$ cat src/pkg/tcb_defines.vh
// constants for the timer control register b block
`ifndef TCB_DEFINES_VH
`define TCB_DEFINES_VH

// ----------------------------------------------------------------
// register indices and byte addresses
// ----------------------------------------------------------------
`define TCB_IDX_CTRL_B 8'h0B
`define TCB_IDX_IRQ_STATUS 8'h10
`define TCB_IDX_IRQ_MASK 8'h11
`define TCB_ADDR_CTRL_B 12'h02C
`define TCB_ADDR_IRQ_STATUS 12'h040
`define TCB_ADDR_IRQ_MASK 12'h044
`define TCB_ADDR_W 12

// ----------------------------------------------------------------
// timer_ctrl_b fields
// ----------------------------------------------------------------
`define TCB_BIT_LOW_CMP 0
`define TCB_BIT_CAP_CMP 1
`define TCB_BIT_LOW_OVF 2
`define TCB_BIT_OVF 3
`define TCB_BIT_RSVD 4
`define TCB_BIT_POL 5
`define TCB_CTRL_B_RESET 8'h00
`define TCB_CTRL_B_WMASK 8'h2F
`define TCB_FLAG_W 4
`define TCB_IRQ_RESET 4'h0

// ----------------------------------------------------------------
// bus responses
// ----------------------------------------------------------------
`define TCB_RESP_OKAY 2'h0
`define TCB_RESP_SLVERR 2'h2

`endif

$ cat src/design/tcb_timer_ctrl_b.v
// timer control register b: flags, alternate output and axi4-lite access
//
// Operation
// - every reset clears timer_ctrl_b to 00h
// - split mode only: low byte counter equal low compare sets low_compare_flag
// - low byte counter has no capture; only compare matches set low_compare_flag
// - compare match sets capture_compare_flag: full match, or high byte in split
// - external capture edge also sets capture_compare_flag
// - split mode only: low byte counter overflow sets low_overflow_flag
// - full overflow in 16-bit mode, high byte overflow in split, sets overflow_flag
// - reserved bit four always reads zero
// - polarity bit selects starting level of enabled alternate output
// - alternate waveform follows full timer, or low byte counter in split
// - polarity writes accepted anytime, applied on enable rising edge only
`include "tcb_defines.vh"
`default_nettype none

module tcb_timer_ctrl_b (
  input wire aclk,
  input wire aresetn,
  // timer context
  input wire split_mode_select,
  input wire alt_output_enable,
  input wire [15:0] counter_value,
  input wire [15:0] compare_value,
  input wire capture_edge,
  input wire low_carry,
  input wire high_carry,
  output wire alt_output_pin,
  output reg irq_q,
  // axi4-lite slave
  input wire [11:0] s_axil_awaddr,
  input wire [2:0] s_axil_awprot,
  input wire s_axil_awvalid,
  output reg s_axil_awready,
  input wire [31:0] s_axil_wdata,
  input wire [3:0] s_axil_wstrb,
  input wire s_axil_wvalid,
  output reg s_axil_wready,
  output reg [1:0] s_axil_bresp,
  output reg s_axil_bvalid,
  input wire s_axil_bready,
  input wire [11:0] s_axil_araddr,
  input wire [2:0] s_axil_arprot,
  input wire s_axil_arvalid,
  output reg s_axil_arready,
  output reg [31:0] s_axil_rdata,
  output reg [1:0] s_axil_rresp,
  output reg s_axil_rvalid,
  input wire s_axil_rready
);

  // ----------------------------------------------------------------
  // address decode
  // ----------------------------------------------------------------
  localparam [1:0] SEL_NONE = 2'h0;
  localparam [1:0] SEL_CTRL = 2'h1;
  localparam [1:0] SEL_STAT = 2'h2;
  localparam [1:0] SEL_MASK = 2'h3;

  function [1:0] decode;
    input [11:0] addr;
    begin
      case (addr)
        `TCB_ADDR_CTRL_B: decode = SEL_CTRL;
        `TCB_ADDR_IRQ_STATUS: decode = SEL_STAT;
        `TCB_ADDR_IRQ_MASK: decode = SEL_MASK;
        default: decode = SEL_NONE;
      endcase
    end
  endfunction

  // ----------------------------------------------------------------
  // compare and overflow events
  // ----------------------------------------------------------------
  wire low_eq;
  wire high_eq;
  wire low_onset;
  wire high_onset;
  reg full_eq_q;
  reg full_onset_q;

  tcb_byte_match u_low_match (
    .aclk(aclk),
    .aresetn(aresetn),
    .count_byte(counter_value[7:0]),
    .compare_byte(compare_value[7:0]),
    .equal(low_eq),
    .onset_q(low_onset)
  );

  tcb_byte_match u_high_match (
    .aclk(aclk),
    .aresetn(aresetn),
    .count_byte(counter_value[15:8]),
    .compare_byte(compare_value[15:8]),
    .equal(high_eq),
    .onset_q(high_onset)
  );

  always @(posedge aclk) begin
    if (!aresetn) begin
      full_eq_q <= 1'b1;
      full_onset_q <= 1'b0;
    end else begin
      full_eq_q <= low_eq & high_eq;
      full_onset_q <= low_eq & high_eq & ~full_eq_q;
    end
  end

  // the match pulses lag the counter by one cycle; the carries are aligned to them
  reg low_carry_q;
  reg high_carry_q;
  reg capture_q;

  always @(posedge aclk) begin
    if (!aresetn) begin
      low_carry_q <= 1'b0;
      high_carry_q <= 1'b0;
      capture_q <= 1'b0;
    end else begin
      low_carry_q <= low_carry;
      high_carry_q <= high_carry;
      capture_q <= capture_edge;
    end
  end

  wire [`TCB_FLAG_W-1:0] evt;
  assign evt[`TCB_BIT_LOW_CMP] = split_mode_select & low_onset;
  assign evt[`TCB_BIT_CAP_CMP] = (split_mode_select ? high_onset : full_onset_q)
                                 | capture_q;
  assign evt[`TCB_BIT_LOW_OVF] = split_mode_select & low_carry_q;
  assign evt[`TCB_BIT_OVF] = high_carry_q;

  // ----------------------------------------------------------------
  // write channel
  // ----------------------------------------------------------------
  reg [11:0] waddr_q;
  reg [31:0] wdata_q;
  reg [3:0] wstrb_q;
  reg have_aw_q;
  reg have_w_q;

  wire aw_fire = s_axil_awvalid & s_axil_awready;
  wire w_fire = s_axil_wvalid & s_axil_wready;
  wire aw_ok = have_aw_q | aw_fire;
  wire w_ok = have_w_q | w_fire;
  wire [11:0] wa = have_aw_q ? waddr_q : s_axil_awaddr;
  wire [31:0] wd = have_w_q ? wdata_q : s_axil_wdata;
  wire [3:0] ws = have_w_q ? wstrb_q : s_axil_wstrb;
  wire do_write = aw_ok & w_ok & ~s_axil_bvalid;
  wire [1:0] wsel = decode(wa);
  wire wlane = do_write & ws[0];

  always @(posedge aclk) begin
    if (!aresetn) begin
      waddr_q <= 12'h000;
      wdata_q <= 32'h00000000;
      wstrb_q <= 4'h0;
      have_aw_q <= 1'b0;
      have_w_q <= 1'b0;
      s_axil_awready <= 1'b0;
      s_axil_wready <= 1'b0;
      s_axil_bvalid <= 1'b0;
      s_axil_bresp <= `TCB_RESP_OKAY;
    end else begin
      if (aw_fire) begin
        waddr_q <= s_axil_awaddr;
      end
      if (w_fire) begin
        wdata_q <= s_axil_wdata;
        wstrb_q <= s_axil_wstrb;
      end
      have_aw_q <= aw_ok & ~do_write;
      have_w_q <= w_ok & ~do_write;
      s_axil_awready <= ~aw_ok & ~s_axil_bvalid & ~s_axil_awready;
      s_axil_wready <= ~w_ok & ~s_axil_bvalid & ~s_axil_wready;
      if (do_write) begin
        s_axil_bvalid <= 1'b1;
        s_axil_bresp <= (wsel == SEL_NONE) ? `TCB_RESP_SLVERR : `TCB_RESP_OKAY;
      end else if (s_axil_bready) begin
        s_axil_bvalid <= 1'b0;
      end
    end
  end

  // ----------------------------------------------------------------
  // timer_ctrl_b and interrupt registers
  // ----------------------------------------------------------------
  reg [`TCB_FLAG_W-1:0] flags_q;
  reg polarity_q;
  reg [`TCB_FLAG_W-1:0] irq_status_q;
  reg [`TCB_FLAG_W-1:0] irq_mask_q;
  reg [`TCB_FLAG_W-1:0] flags_d;
  reg [`TCB_FLAG_W-1:0] irq_status_d;
  localparam [7:0] CTRL_B_RST = `TCB_CTRL_B_RESET;

  // a hardware event in the clearing cycle wins over the software write
  always @* begin
    flags_d = flags_q;
    if (wlane && wsel == SEL_CTRL) begin
      flags_d = wd[`TCB_FLAG_W-1:0];
    end
    flags_d = flags_d | evt;
    irq_status_d = irq_status_q;
    if (wlane && wsel == SEL_STAT) begin
      irq_status_d = irq_status_q & ~wd[`TCB_FLAG_W-1:0];
    end
    irq_status_d = irq_status_d | evt;
  end

  always @(posedge aclk) begin
    if (!aresetn) begin
      flags_q <= CTRL_B_RST[`TCB_FLAG_W-1:0];
      polarity_q <= CTRL_B_RST[`TCB_BIT_POL];
      irq_status_q <= `TCB_IRQ_RESET;
      irq_mask_q <= `TCB_IRQ_RESET;
      irq_q <= 1'b0;
    end else begin
      flags_q <= flags_d;
      irq_status_q <= irq_status_d;
      if (wlane && wsel == SEL_CTRL) begin
        polarity_q <= wd[`TCB_BIT_POL];
      end
      if (wlane && wsel == SEL_MASK) begin
        irq_mask_q <= wd[`TCB_FLAG_W-1:0];
      end
      irq_q <= |(irq_status_d & irq_mask_q);
    end
  end

  // ----------------------------------------------------------------
  // alternate output
  // ----------------------------------------------------------------
  wire alt_toggle = split_mode_select ? low_onset : full_onset_q;

  tcb_alt_out u_alt (
    .aclk(aclk),
    .aresetn(aresetn),
    .enable(alt_output_enable),
    .polarity(polarity_q),
    .toggle(alt_toggle),
    .pin_q(alt_output_pin)
  );

  // ----------------------------------------------------------------
  // read channel
  // ----------------------------------------------------------------
  reg [31:0] rd_d;

  always @* begin
    rd_d = 32'h00000000;
    case (decode(s_axil_araddr))
      SEL_CTRL: begin
        rd_d[`TCB_FLAG_W-1:0] = flags_q;
        rd_d[`TCB_BIT_RSVD] = 1'b0;
        rd_d[`TCB_BIT_POL] = polarity_q;
      end
      SEL_STAT: rd_d[`TCB_FLAG_W-1:0] = irq_status_q;
      SEL_MASK: rd_d[`TCB_FLAG_W-1:0] = irq_mask_q;
      default: rd_d = 32'h00000000;
    endcase
  end

  always @(posedge aclk) begin
    if (!aresetn) begin
      s_axil_arready <= 1'b0;
      s_axil_rvalid <= 1'b0;
      s_axil_rdata <= 32'h00000000;
      s_axil_rresp <= `TCB_RESP_OKAY;
    end else begin
      s_axil_arready <= ~s_axil_rvalid & ~s_axil_arready & ~s_axil_arvalid;
      if (s_axil_arvalid & s_axil_arready) begin
        s_axil_rvalid <= 1'b1;
        s_axil_rdata <= rd_d;
        s_axil_rresp <= (decode(s_axil_araddr) == SEL_NONE) ?
                        `TCB_RESP_SLVERR : `TCB_RESP_OKAY;
      end else if (s_axil_rready) begin
        s_axil_rvalid <= 1'b0;
      end
      if (s_axil_arvalid & ~s_axil_arready & ~s_axil_rvalid) begin
        s_axil_arready <= 1'b1;
      end
    end
  end

endmodule

`default_nettype wire

$ cat src/design/tcb_byte_match.v
// one byte comparator with match-onset pulse
`default_nettype none

module tcb_byte_match (
  input wire aclk,
  input wire aresetn,
  input wire [7:0] count_byte,
  input wire [7:0] compare_byte,
  output wire equal,
  output reg onset_q
);

  reg equal_q;

  assign equal = (count_byte == compare_byte);

  // a held match sets the flag once, so a cleared flag stays cleared
  always @(posedge aclk) begin
    if (!aresetn) begin
      // starting as matched keeps a counter equal to compare at reset from setting a flag
      equal_q <= 1'b1;
      onset_q <= 1'b0;
    end else begin
      equal_q <= equal;
      onset_q <= equal & ~equal_q;
    end
  end

endmodule

`default_nettype wire

$ cat src/design/tcb_alt_out.v
// alternate output pin waveform generator
`default_nettype none

module tcb_alt_out (
  input wire aclk,
  input wire aresetn,
  input wire enable,
  input wire polarity,
  input wire toggle,
  output reg pin_q
);

  reg enable_q;

  always @(posedge aclk) begin
    if (!aresetn) begin
      enable_q <= 1'b0;
      pin_q <= 1'b0;
    end else begin
      enable_q <= enable;
      if (enable & ~enable_q) begin
        pin_q <= polarity;
      end else if (enable & toggle) begin
        pin_q <= ~pin_q;
      end
    end
  end

endmodule

`default_nettype wire

$ cat config.mk
export PLATFORM = sky130hd
export DESIGN_NAME = tcb_timer_ctrl_b
export DESIGN_NICKNAME = d
export VERILOG_FILES = /design/src/design/tcb_timer_ctrl_b.v /design/src/design/tcb_byte_match.v /design/src/design/tcb_alt_out.v
export VERILOG_INCLUDE_DIRS = /design/src /design/src/pkg
export SDC_FILE = /design/constraint.sdc
export NUM_CORES = 1
export LEC_CHECK = 0
export ABC_CLOCK_PERIOD_IN_PS = 1900
export BUFFER_PORTS_ARGS = -buffer_cell sky130_fd_sc_hd__buf_4
export CAP_MARGIN = 20
export CORE_MARGIN = 4
export CORE_UTILIZATION = 28
export CTS_BUF_LIST = sky130_fd_sc_hd__clkbuf_4
export DETAILED_ROUTE_END_ITERATION = 12
export PLACE_DENSITY = 0.54
export SLEW_MARGIN = 10
export SYNTH_ARGS = -nofsm -noshare
export SYNTH_HDL_FRONTEND = slang
export SYNTH_SLANG_ARGS = --single-unit
export TNS_END_PERCENT = 30
$ cat constraint.sdc
create_clock -name aclk -period 1.9 [get_ports aclk]
set_input_delay 0.19 -clock aclk [delete_from_list [all_inputs] [get_ports aclk]]
set_output_delay 0.19 -clock aclk [all_outputs]
set_load 0.02 [all_outputs]
==> flow_summary_export.csv <==
group,metric,value,unit
synth,ys_warn_count,0,
final_layout,nFillCells,1069,
sta,fin_skew,0.0118,ns
cts,cts_made_buffers,9,
placement,dp_hpwl,5460,µm
cts,cts_num_sinks,57,
final_layout,mostFrequentLayoutCells,"101 x buf_4, 56 x dfxtp_1, 49 x nand2_1, 32 x a21oi_1, 29 x conb_1",
final_layout,layout-drive-gt1-share,30.7,%
sta,rsz0062_at_grt,"true",
floorplanning,initial_core_util,28.8,%
drt,drt-vias-per-instance,4.48,
sta,clock.fmax,0.567,GHz
worst_setup_path,timing.critical_path.required,2.19,ns
worst_setup_path,critPathKind,"reg -> reg",
worst_setup_path,worstPathBufferInverterCount,1,
worst_setup_path,critical-path-top-delay-family,"simple AND/OR/NAND/NOR gates",
power,irDropWorstVdd,0.358,mV
cts,cts.repair_timing.setup_buffer_count,0,
worst_setup_path,critical_path.max_fanout,4,
power,power_density,784,nW/µm²
synth,synthCells,320,
synth,post-synth-top-area-fraction,40.3,%
cts,clk-insertion-delay-late,0.40,ns
sta,setup_viol,0,
outcome,outcome,"completed",
grt,grt_util_all_layers,11.9,%
worst_setup_path,startpoint_type,"flip-flop",
cts,clk_root_buffer_cell,"clkbuf_4",
drt,ant_nets,0,
synth,yosys-top-cells-area,"dfxtp_1 40%, buf_4 8.0%, nand2_1 6.5%",
synth,post_synth_instance_area,2830,µm²
cts,cts.path.max_buffers,2,
synth,seq_area_frac_synth,40.3,%
grt,first_global_vias,2409,
worst_setup_path,cpMaxStageDelayCell,"a2111oi_4",
sta,final.min_clock_period,1.76,ns
placement,gp_routability_congestion,0.816,
worst_setup_path,critPathArrivalTime,2.05,ns
floorplanning,core_area,9820,µm²
worst_setup_path,setup.worst_path.end_class,"flip-flop",
placement,pre_cts_slack,0.0898,ns
worst_setup_path,cp_max_stage_delay,0.37,ns
final_layout,finalCoreUtilization,39.0,%
placement,total_cell_area_at_the_placement_stage,3580,µm²
drt,detail_route.iter0.violations,87,
floorplanning,die_area,11800,µm²
cts,clk_pin_slew,0.10,ns
sta,period_utilization_post_route,92.8,%
drt,wl,6930,µm
power,power.leakage,0.00157,µW
final_layout,area_growth,35.5,%
grt,grt_start_max_net_pins,25,
final_layout,design_area,3830,µm²
sta,worst_setup_margin,0.138,ns
drt,drc,0,
floorplanning,floorplan_die_width,109,µm
synth,synthesis.area_per_instance,8.84,µm²
synth,ys_types,46,
drt,drtPass1Iterations,4,
synth,ys_ff_latch,57,
floorplanning,row_count,36,
synth,synthDominantAreaCellType,"dfxtp_1",
cts,tritoncts,"built",
grt,globalRoute.totalOverflow,0,
grt,grt_antenna_before_repair,1,
grt,grt_pass1_wl,11200,µm
cts,htree_num_levels,3,
power,p_total,3010,µW
flow_run,max_cap_violations,0,
worst_setup_path,path_cells,"nor4_4, nand4b_4, a2111oi_4, buf_4, mux2i_1, nor2_1",
sta,drv_slew,0,
final_layout,mostFrequentLayoutCell,"buf_4",
floorplanning,floorplan.die.height,109,µm
drt,post_drt_wl_per_cell,12.4,µm
sta,hold_violations,0,
final_layout,final_nets,532,
sta,totalNegativeSetupSlack,0,ns
drt,num_vias,2511,
floorplanning,io_count,153,
min_path,hold_class,"in -> reg",
placement,port_buffers,87,
## synthesized netlist by cell type, drive strengths merged
cell	count
a2111oi	1
a211oi	3
a21o	2
a21oi	32
a221o	1
a22oi	5
a311oi	2
a31oi	3
a32o	1
a41o	1
and2	7
and4	1
buf	33
clkbuf	9
conb	1
dfxtp	57
inv	5
mux2	6
mux2i	15
nand2	49
nand2b	1
nand3	9
nand4	1
nand4b	2
nand4bb	1
nor2	17
nor2b	1
nor3	11
nor3b	1
nor4	8
nor4b	2
o2111ai	1
o21a	2
o21ai	7
o22ai	1
o2bb2ai	4
o31ai	1
xor2	16
## path summary, 6_finish.rpt
check | cells after the start | to | slack [ns] | from
hold / removal | 3 | waddr_q[10]$_SDFFE_PN0P_ | 0.04 | s_axil_awaddr[10]
setup reg to reg | 6 | irq_mask_q[1]$_SDFFE_PN0P_ | 0.14 | waddr_q[4]$_SDFFE_PN0P_
hold reg to reg | 1 | u_low_match.onset_q$_SDFF_PN0_ | 0.39 | u_low_match.equal_q$_SDFF_PN1_
setup / recovery | 6 | irq_mask_q[1]$_SDFFE_PN0P_ | 0.14 | waddr_q[4]$_SDFFE_PN0P_
## through the flow
stage / hold WS [ns] / std cells
after floorplan: 0.312 / 348
after global placement: 0.370 / 540
after detailed placement: 0.374 / 540
after CTS: 0.0213 / 560
after global routing: 0.0152 / 561
final: 0.0415 / 561
## flip-flops by register name, indices dropped and copies added (netlist names), 4 cells and up
name          flops
flags_q           4
irq_mask_q        4
irq_status_q      4
s_axil_rdata      5
waddr_q          12
wdata_q           5
## routing by layer
metal / routed length (µm) / part of all wire (%) / track usage, %
met5: 0 / 0 / 0
met4: 29 / 0.42 / 2.43
met3: 615 / 8.9 / 4.54
met2: 3170 / 46 / 18.2
met1: 3120 / 45 / 16.0
## where the power goes
part / internal (µW) / leakage (µW) / total, µW / switching [µW]
combinational: 224 / 0.00100 / 475 / 251
sequential: 1250 / 0.000466 / 1290 / 40.5
clock: 789 / 0.000105 / 1240 / 455
## kinds of logic (layout without fill, tap and decap cells)
| logic type | count (synthesis) | count (layout) | synth area share [%] |
|---|---|---|---|
| AOI/OAI and AO/OA | 67 | 67 | 16.1 |
| and+or+nand+nor | 111 | 111 | 20.3 |
| muxes | 21 | 21 | 7.83 |
| buffers and inverters | 47 | 126 | 10.3 |
| xor gates and xnor gates | 16 | 16 | 4.95 |
| DFF | 57 | 57 | 40.3 |
| other | 1 | 30 | 0.133 |
## worst register-to-register path, stage by stage (launching register included)
cell and delay, ns:
dfxtp_1 0.34, nor4_4 0.33, nand4b_4 0.18, a2111oi_4 0.37, buf_4 0.20, mux2i_1 0.19
nor2_1 0.05
## what timing repair did
action                                  in CTS  in global routing
gates resized for setup                      0                  2
endpoints found under the hold margin        4                  0
endpoints found under the setup margin       0                  5
hold buffers                                 4                  0
## layout make-up
type	count	area [µm²]	share of cell area, %
repair buffers	105	798	20.8
diodes	1	2.50	0.0653
clock buffers	9	67.6	1.76
clock inverters	7	133	3.46
well taps	133	166	4.34
flip-flops and latches	57	1140	29.8
multi-input cells	244	1510	39.3
inverters	5	18.8	0.490
Note: power is estimated with default switching activity, not from simulation.
